$ cat config.mk
export PLATFORM = sky130hd
export DESIGN_NAME = dmr_config
export DESIGN_NICKNAME = d
export VERILOG_FILES = /design/src/hdl/dmr_pkg.sv /design/src/hdl/dmr_config.sv
export SDC_FILE = /design/constraint.sdc
export NUM_CORES = 1
export LEC_CHECK = 0
export BUFFER_PORTS_ARGS = -buffer_cell sky130_fd_sc_hd__buf_4
export CORE_UTILIZATION = 51
export CTS_CLUSTER_SIZE = 14
export DETAILED_ROUTE_END_ITERATION = 6
export PLACE_DENSITY = 0.84
export SETUP_SLACK_MARGIN = 0.05
export SLEW_MARGIN = 5
export SYNTH_ARGS = -nofsm -noshare
export SYNTH_HDL_FRONTEND = slang
export SYNTH_SLANG_ARGS = --single-unit
$ cat constraint.sdc
create_clock -name clk_sys_in -period 4.46 [get_ports clk_sys_in]
set_input_delay 0.446 -clock clk_sys_in [delete_from_list [all_inputs] [get_ports clk_sys_in]]
set_output_delay 0.446 -clock clk_sys_in [all_outputs]
set_load 0.01 [all_outputs]
$ cat src/hdl/dmr_pkg.sv
// Package for the mode register configuration block: command pins, field positions, reset values.
// Assumes one system clock at 100 MHz; all pins arrive synchronous to it.
package dmr_pkg;
    // Bank select codes that pick the mode registers one, two and three.
    localparam logic [2:0] DMR_BANK_ONE = 3'h1;
    localparam logic [2:0] DMR_BANK_TWO = 3'h2;
    localparam logic [2:0] DMR_BANK_THREE = 3'h3;
    // Mode register one fields.
    localparam int DMR_M1_DLL_OFF = 0;
    localparam int DMR_M1_DRV_LO = 1;
    localparam int DMR_M1_RTT_A = 2;
    localparam int DMR_M1_ADD_LAT_LO = 3;
    localparam int DMR_M1_ADD_LAT_HI = 4;
    localparam int DMR_M1_DRV_HI = 5;
    localparam int DMR_M1_RTT_B = 6;
    localparam int DMR_M1_WLEVEL = 7;
    localparam int DMR_M1_RTT_C = 9;
    localparam int DMR_M1_TSTROBE = 11;
    localparam int DMR_M1_QOFF = 12;
    // Mode register two fields.
    localparam int DMR_M2_PART_ARRAY_LO = 0;
    localparam int DMR_M2_WR_COL_LAT_LO = 3;
    localparam int DMR_M2_AUTO_RATE = 6;
    localparam int DMR_M2_EXT_TEMP = 7;
    localparam int DMR_M2_RTTWR_LO = 9;
    // Mode register three fields.
    localparam int DMR_M3_LOC_LO = 0;
    localparam int DMR_M3_PAT_EN = 2;
    // Write column latency code zero means five cycles.
    localparam logic [3:0] DMR_WR_COL_LAT_BASE = 4'h5;
    // Reset values of the three registers.
    localparam logic [13:0] DMR_M1_RESET = 14'h0000;
    localparam logic [13:0] DMR_M2_RESET = 14'h0000;
    localparam logic [13:0] DMR_M3_RESET = 14'h0000;
    // Command pins as sampled on one clock edge.
    typedef struct packed {
        logic cs_n;
        logic ras_n;
        logic cas_n;
        logic we_n;
        logic [2:0] bank;
        logic [13:0] addr;
    } dmr_cmd_s;
    // Decoded termination and pin configuration.
    typedef struct packed {
        logic [2:0] rtt_nom;
        logic [1:0] rtt_wr;
        logic [1:0] drive_sel;
        logic out_off;
        logic mask_en;
        logic tstrobe_en;
        logic tstrobe_n_en;
    } dmr_pin_s;
    // Every piece of state of the block.
    typedef struct packed {
        logic [13:0] mode_reg_one;
        logic [13:0] mode_reg_two;
        logic [13:0] mode_reg_three;
        logic dll_run;
        logic [4:0] read_lat;
        logic [4:0] write_lat;
    } dmr_state_s;
endpackage : dmr_pkg

$ cat src/hdl/dmr_config.sv
// Mode register one to three configuration block of a synchronous DRAM.
// Assumes command pins are sampled on clk_sys_in; base register latency arrives on read_column_latency_in.
// Operation
// RQ1 - DLL follows self refresh when enabled
// RQ2 - Controller waits lock time before reads
// RQ3 - Controller keeps clock enable high meanwhile
// RQ4 - Writes need DLL only with write termination
// RQ5 - Controller disables termination in DLL-off
// RQ6 - Controller clears write termination in DLL-off
// RQ7 - Driver impedance from bits one and five
// RQ8 - Write termination applies without nominal
// RQ9 - Latency adds additive part to column
// RQ10 - Additive code: zero, minus one, two
// RQ11 - Output disable bit floats all outputs
// RQ12 - Bit eleven picks mask or termination
// RQ13 - Termination strobe terminates, never drives
// RQ14 - Register two load on bank two
// RQ15 - Controller zeroes reserved register two bits
// RQ16 - No write termination during write leveling
// RQ17 - Partial array range reported for refresh
// RQ18 - Write latency is additive plus column
// RQ19 - Auto rate uses sensor, else bit seven
// RQ20 - Register three load on bank three
// RQ21 - Controller zeroes reserved register three bits
// RQ22 - Pattern location ignored when pattern off
// RQ23 - Register one load on bank one
`timescale 1ns/1ps
module dmr_config
    import dmr_pkg::*;
(
    input wire logic clk_sys_in,
    input wire logic rst_in,
    input wire dmr_cmd_s cmd_in,
    input wire logic [3:0] read_column_latency_in,
    input wire logic self_refresh_in,
    input wire logic write_active_in,
    input wire logic sensor_hot_in,
    output logic [13:0] mode_reg_one_out,
    output logic [13:0] mode_reg_two_out,
    output logic [13:0] mode_reg_three_out,
    output logic dll_run_out,
    output logic dll_needed_out,
    output logic [4:0] read_latency_out,
    output logic [4:0] write_latency_out,
    output logic [1:0] additive_latency_code_out,
    output dmr_pin_s pin_cfg_out,
    output logic [2:0] active_termination_out,
    output logic [2:0] partial_array_refresh_out,
    output logic fast_refresh_rate_out,
    output logic predefined_pattern_reg_out,
    output logic [1:0] pattern_location_out
);

    // Registered state and its next value.
    dmr_state_s state_q;
    dmr_state_s state_d;
    // True when the pins show a mode register write command.
    logic mode_reg_write_cmd;
    // Additive latency in cycles, derived from register one.
    logic [4:0] additive_latency;

    // Turns a two bit additive code into cycles; reserved code gives zero.
    function automatic logic [4:0] dmr_additive(input logic [1:0] code, input logic [3:0] col);
        logic [4:0] res;
        res = 5'h00;
        case (code)
            2'h1:
            begin
                res = {1'b0, col} - 5'h01; // RQ10
            end
            2'h2:
            begin
                res = {1'b0, col} - 5'h02; // RQ10
            end
            default:
            begin
                res = 5'h00; // RQ10
            end
        endcase
        return res;
    endfunction : dmr_additive

    // Next state computation for the three registers and the derived timing.
    always_comb
    begin
        state_d = state_q;
        // All four strobes low is the mode register write command.
        mode_reg_write_cmd = !cmd_in.cs_n && !cmd_in.ras_n && !cmd_in.cas_n && !cmd_in.we_n;
        if (mode_reg_write_cmd)
        begin
            // Reserved address bits are stored as given; the controller keeps those of registers two and three zero.
            case (cmd_in.bank)
                DMR_BANK_ONE:
                begin
                    state_d.mode_reg_one = cmd_in.addr; // RQ23
                end
                DMR_BANK_TWO:
                begin
                    state_d.mode_reg_two = cmd_in.addr; // RQ14
                end
                DMR_BANK_THREE:
                begin
                    state_d.mode_reg_three = cmd_in.addr; // RQ20
                end
                default:
                begin
                    // Base register and unused banks are handled elsewhere.
                    state_d.mode_reg_one = state_q.mode_reg_one;
                end
            endcase
        end
        // The DLL runs when enabled and drops out during self refresh, back on exit.
        state_d.dll_run = !state_d.mode_reg_one[DMR_M1_DLL_OFF] && !self_refresh_in; // RQ1
        additive_latency = dmr_additive(state_d.mode_reg_one[DMR_M1_ADD_LAT_HI:DMR_M1_ADD_LAT_LO],
            read_column_latency_in);
        // Read latency is the sum of additive and column latency.
        state_d.read_lat = additive_latency + {1'b0, read_column_latency_in}; // RQ9
        // Write latency is additive plus the decoded write column latency.
        state_d.write_lat = additive_latency + {2'b00, state_d.mode_reg_two[DMR_M2_WR_COL_LAT_LO +: 3]}
            + {1'b0, DMR_WR_COL_LAT_BASE}; // RQ18
    end

    // Single register stage for all state, synchronous reset.
    always_ff @(posedge clk_sys_in)
    begin
        if (rst_in)
        begin
            state_q.mode_reg_one <= DMR_M1_RESET;
            state_q.mode_reg_two <= DMR_M2_RESET;
            state_q.mode_reg_three <= DMR_M3_RESET;
            state_q.dll_run <= 1'b0;
            state_q.read_lat <= 5'h00;
            state_q.write_lat <= 5'h00;
        end
        else
        begin
            state_q <= state_d;
        end
    end

    // Register contents for the rest of the device.
    assign mode_reg_one_out = state_q.mode_reg_one;
    assign mode_reg_two_out = state_q.mode_reg_two;
    assign mode_reg_three_out = state_q.mode_reg_three;
    assign dll_run_out = state_q.dll_run;
    assign read_latency_out = state_q.read_lat;
    assign write_latency_out = state_q.write_lat;
    assign additive_latency_code_out = state_q.mode_reg_one[DMR_M1_ADD_LAT_HI:DMR_M1_ADD_LAT_LO];

    // Writes only need the DLL when write termination is programmed.
    assign dll_needed_out = (write_active_in && (state_q.mode_reg_two[DMR_M2_RTTWR_LO +: 2] != 2'h0))
        || (!write_active_in); // RQ4

    // Pin function decode from registers one and two.
    always_comb
    begin
        pin_cfg_out.rtt_nom = {state_q.mode_reg_one[DMR_M1_RTT_C], state_q.mode_reg_one[DMR_M1_RTT_B],
            state_q.mode_reg_one[DMR_M1_RTT_A]};
        pin_cfg_out.rtt_wr = state_q.mode_reg_two[DMR_M2_RTTWR_LO +: 2];
        // Impedance select comes from bits five and one.
        pin_cfg_out.drive_sel = {state_q.mode_reg_one[DMR_M1_DRV_HI], state_q.mode_reg_one[DMR_M1_DRV_LO]}; // RQ7
        // Output disable floats data and strobes.
        pin_cfg_out.out_off = state_q.mode_reg_one[DMR_M1_QOFF]; // RQ11
        // Shared pin is mask when termination strobe is off, complement pin then floats.
        pin_cfg_out.mask_en = !state_q.mode_reg_one[DMR_M1_TSTROBE]; // RQ12
        // Termination strobe pins only terminate; they never drive a strobe.
        pin_cfg_out.tstrobe_en = state_q.mode_reg_one[DMR_M1_TSTROBE]; // RQ13
        pin_cfg_out.tstrobe_n_en = state_q.mode_reg_one[DMR_M1_TSTROBE]; // RQ12
    end

    // Termination value in force: write value during writes, never in write leveling.
    always_comb
    begin
        active_termination_out = pin_cfg_out.rtt_nom;
        if (write_active_in && !state_q.mode_reg_one[DMR_M1_WLEVEL]
            && (pin_cfg_out.rtt_wr != 2'h0)) // RQ16
        begin
            // Write value applies even with nominal termination off.
            active_termination_out = {1'b1, pin_cfg_out.rtt_wr}; // RQ8
        end
    end

    // Self refresh array range and rate selection.
    assign partial_array_refresh_out = state_q.mode_reg_two[DMR_M2_PART_ARRAY_LO +: 3]; // RQ17
    assign fast_refresh_rate_out = state_q.mode_reg_two[DMR_M2_AUTO_RATE] ? sensor_hot_in
        : state_q.mode_reg_two[DMR_M2_EXT_TEMP]; // RQ19

    // Pattern location only means something with the pattern register on.
    assign predefined_pattern_reg_out = state_q.mode_reg_three[DMR_M3_PAT_EN];
    assign pattern_location_out = state_q.mode_reg_three[DMR_M3_PAT_EN]
        ? state_q.mode_reg_three[DMR_M3_LOC_LO +: 2] : 2'h0; // RQ22

endmodule : dmr_config

== Word level (Yosys, flattened, before mapping) ==
Index checks and enable logic that the tools add are counted.
Cells by class
  $add $sub $neg: 5
  reductions and logical operators: 21
  equal/unequal tests: 5
  muxes and demuxes: 8
Operators with widths (count)
  $mux 33: 1
  $mux 14: 2
  $pmux 5 s2: 1
  $logic_not 1->1: 9
  $logic_and 1x1->1: 7
  $eq 3x2->1 const B: 2
  $reduce_and 2->1: 3
  $add 5x3->5: 1
  $add 5x3->5 const B: 1
  $add 5x4->5: 1
  $mux 5: 1
  $sub 4x1->5 const B: 1
  $sub 4x2->5 const B: 1
  $eq 3x1->1 const B: 1
  $mux 3: 1
  $eq 2x1->1 const B: 1
  $eq 2x2->1 const B: 1
  $mux 2: 1
  $reduce_bool 2->1: 1
  $logic_or 1x1->1: 1
  $mux 1: 1
Word-level totals
  output and inout bits: 77
  bits of input ports: 30
  register bits: 53
  word-level logic and storage cells: 47

== Longest topological paths before layout ==
  word-level depth: 9
  depth in mapped cells: 15
  gate-level depth less buffers: 15

== Worst setup path after synthesis ==
No wires, ideal clock.
  path kind: in2reg
  start: in cmd_in[18] (netlist name)
  end: reg state_q, in the netlist write_latency_out[4]
  arrival time: 2961 ps
  setup slack: 1371 ps
  library setup time: 128 ps
  data required time: 4332 ps
  stages: 14
  path through: nor4b_2 -> nand2_2 -> mux2i_1 -> ha_1 -> nor2b_1 -> a21oi_1 -> or2_2 -> ha_1 -> inv_1 -> ha_1 -> a21o_1 -> a21oi_1 -> xor2_1 -> nor2_1
On the way
  cells in the longest elaborated chain, start to end: 8
  elaborated cells between the ends (all ways): 9
Ends and longest elaborated chain
  start, declared: line dmr_config.sv:33  | input wire dmr_cmd_s cmd_in,
  $logic_not 1->1 *: line dmr_config.sv:88  | mode_reg_write_cmd = !cmd_in.cs_n && !cmd_in.ras_n && !cmd_in.cas_n && !cmd_in.we_n;
  $logic_and 1x1->1 * (2 in a row): line dmr_config.sv:88
  $mux 33 *: line dmr_config.sv:89  | if (mode_reg_write_cmd)
  $eq 2x2->1 or $eq 2x1->1 (tied branches): line dmr_config.sv:66  | case (code)
  $pmux 5 s2: line dmr_config.sv:66
  $add 5x3->5 *: line dmr_config.sv:119  | state_d.write_lat = additive_latency + {2'b00, state_d.mode_reg_two[DMR_M2_WR_COL_LAT_LO +: 3]}
  $add 5x3->5 *: line dmr_config.sv:120  | + {1'b0, DMR_WR_COL_LAT_BASE};
  end signal, assigned: line dmr_config.sv:137  | state_q <= state_d;
  end, declared: line dmr_config.sv:55  | dmr_state_s state_q;
Every way passes the cells marked *; elsewhere a longest branch is shown, timed or not.
A chain may end at the register's enable or synchronous reset.

== Worst setup path after layout ==
Ends and elaborated chain as after synthesis.

==> flow_metrics.py <==
metrics = {
    "worst_setup_path": {
        "crit_required_ps": 4630,
        "cp-start-kind": "primary input",
        "path_max_fanout": 14,
        "crit_arrival_ps": 3550,
        "worstSetupEndpointType": "register",
        "path_class": "primary input to register",
    },
    "sta": {
        "maxSlewHeadroom": 0.632,
        "hold_viol": 0,
        "rsz0062_at_grt": "no",
        "worst_pin_slew_ps": 552,
        "tns_ps": 0,
        "period_minus_slack_ps": 3380,
        "setup_viol": 0,
        "fin_skew_ps": 2.21,
        "clock.fmax_ghz": 0.296,
        "finalCritPeriodShare": 0.757,
        "setup_slack_ps": 1080,
        "maxSlewViolCount": 0,
        "whs_ps": 303,
    },
    "place": {
        "place_area_mm2": 0.00322,
        "dp_cells": 402,
        "port_buffers": 106,
        "post-place-ws_ps": 761,
        "gp_congestion": 0.779,
        "dp_hpwl_um": 4150,
    },
    "clock_tree": {
        "path_clk_slew_ps": 80,
        "cts_resized": 0,
        "cts_setup_buffers": 0,
        "tritoncts": "yes",
        "htreeDepth": 2,
        "clockBufferDepth": 2,
        "cts_root_buf": "clkbuf_8",
        "numClockSinks": 53,
        "worstSkewPairLatency_ps": 300,
        "cts-buffers-inserted": 5,
        "cts_hold_buf": 0,
    },
    "worst_hold_path": {
        "hp-class": "primary input to register",
    },
    "synthesis": {
        "ys_ff_latch": 53,
        "ys.warnings.count": 0,
        "syn-num-nets": 300,
        "seq_area_frac_synth": 0.422,
        "syn_inst": 254,
        "syn-cell-area_mm2": 0.00251,
        "synthDistinctLibCells": 34,
        "syn_avg_cell_area_um2": 9.90,
    },
    "finish": {
        "nets": 388,
        "drive_above_1_share": 0.374,
        "area_delta_synth_final_pct": 32.1,
        "final_cells": 409,
        "final_util": 0.703,
        "diodes": 0,
        "fin_area_mm2": 0.00332,
    },
    "pwr": {
        "fin_total_pwr_uw": 855,
        "seqPwrFrac": 0.561,
        "swShare": 0.210,
        "switchingPower_uw": 179,
        "max-vdd-ir-drop_mv": 0.113,
        "cellLeakagePower_nw": 1.88,
        "pwr-share-comb": 0.083,
        "p_int_uw": 676,
        "powerDensity_mw_per_mm2": 257,
        "p_clk_frac": 0.356,
    },
    "job": {
        "max-cap-violations": 0,
    },
    "die": {
        "ioPinCount": 107,
        "start_util": 0.532,
        "core_mm2": 0.00472,
        "die_area_mm2": 0.00522,
        "fp.dieH_um": 72.2,
        "fp.dieW_um": 72.2,
        "rows": 25,
    },
    "global_route": {
        "grt_antenna_before_repair": 0,
        "grt.overflow.total": 0,
        "grt_max_degree": 54,
        "grt_pass1_wl_um": 8160,
        "grt_pass1_vias": 1808,
        "grtUsageTotal": 0.201,
    },
    "detailed_routing": {
        "drc": 0,
        "wl_per_cell_um": 13.2,
        "routed_wl_um": 5400,
        "first_pass_iters": 4,
        "first_iter_violations": 103,
        "via_per_inst": 4.95,
        "ant_nets": 0,
        "vias": 2024,
    },
    "status": {
        "status": "completed",
    },
}
==> final cells by class <==
cell class	instances	area (um2)
Multi-Input combinational cell	163	1230
Inverter	13	48.8
Fill cell	372	1400
Tap cell	67	83.8
Clock buffer	5	68.8
Timing Repair Buffer	106	796
Clock inverter	2	35.0
Sequential cell	53	1060
==> cell usage in the layout, fill, tap and decap left out, types with 4 or more instances in the layout <==
master / instances
buf_4: 106
nor2_1: 53
dfxtp_1: 53
mux2i_1: 41
ha_1: 14
inv_1: 13
nand2_1: 9
a21oi_1: 7
xor2_1: 5
clkbuf_8: 5
nand2_2: 4
==> final timing paths <==
| check | startpoint | end | slack [ps] | cells after the start |
|---|---|---|---|---|
| worst max register to register | mode_reg_one_out[3] | write_latency_out[4] | 1760 | 12 |
| worst min-delay path | self_refresh_in | dll_run_out | 300 | 2 |
| worst min register to register | mode_reg_two_out[11] | mode_reg_two_out[11] | 500 | 2 |
| worst max-delay path | cmd_in[18] | write_latency_out[4] | 1080 | 15 |
==> metal layers <==
| layer | wire, um | vias to the layer above | part of all wire | GRT usage |
|---|---|---|---|---|
| met4 | 46 | 0 | 0.0085 | 0.0588 |
| li1 | - | 987 | - | - |
| met5 | 0 | - | 0 | 0 |
| met1 | 2190 | 969 | 0.41 | 0.226 |
| met2 | 2870 | 64 | 0.53 | 0.377 |
| met3 | 292 | 4 | 0.054 | 0.0444 |
==> sequential cells by signal, indices dropped and copies added (netlist names) <==
register            flops
dll_run_out             1
mode_reg_one_out       14
mode_reg_three_out     14
mode_reg_two_out       14
read_latency_out        5
write_latency_out       5
==> power by group through the flow <==
stage               sequential, mW  clock, mW  combinational (mW)
finish                       0.480      0.305              0.0706
global route                 0.481      0.327              0.0757
CTS                          0.480      0.310              0.0709
detailed placement           0.491          0              0.0705
global placement             0.491          0              0.0686
floorplan                    0.494          0              0.0267
==> logic make-up (layout without fill, tap and decap cells) <==
family          count (synthesis)  in the layout  share of synthesized area
fa+ha+maj                      16             16                     0.0856
compound gates                 14             14                     0.0413
xor+xnor                        6              6                     0.0209
mux                            43             43                      0.174
flops                          53             53                      0.422
simple gates                   84             84                      0.167
buf+inv                        38            126                     0.0896
==> worst max-delay path: stages <==
cell     delay, ps
buf_4          120
nor4b_2        310
nand2_2        330
mux2i_1        340
ha_1           310
nor2b_1        170
a21oi_1         40
or2_2          290
ha_1           330
inv_1           50
ha_1           280
a21o_1         170
a21oi_1        160
xor2_1         150
nor2_1          50
==> cell usage after synthesis <==
library cell  count  area share
nand3b_1          1      0.0030
mux2i_1          41        0.16
a31o_2            1      0.0035
fa_1              2       0.016
nor3_4            1      0.0065
a21oi_1           7       0.014
inv_1            13       0.019
mux2_2            1      0.0045
nor2_1           53       0.079
xnor2_1           1      0.0035
nand2_2           4      0.0099
a21o_1            2      0.0060
and4bb_2          1      0.0050
dfxtp_1          53        0.42
buf_1             1      0.0015
or2b_1            1      0.0030
nor2b_4           1      0.0055
nor4_1            1      0.0025
a21boi_0          1      0.0030
mux2_4            1      0.0060
xor2_1            5       0.017
nand2b_1          3      0.0075
nand2_1           9       0.013
a2111oi_4         1       0.011
nor3b_2           1      0.0050
buf_6             3       0.013
ha_1             14       0.070
nor2b_1           3      0.0075
nor4b_2           2       0.012
o21ai_0           2      0.0040
clkbuf_1          5      0.0075
buf_4            16       0.048
or2_2             1      0.0025
and2_1            2      0.0050
(Power assumes the default switching activity.)
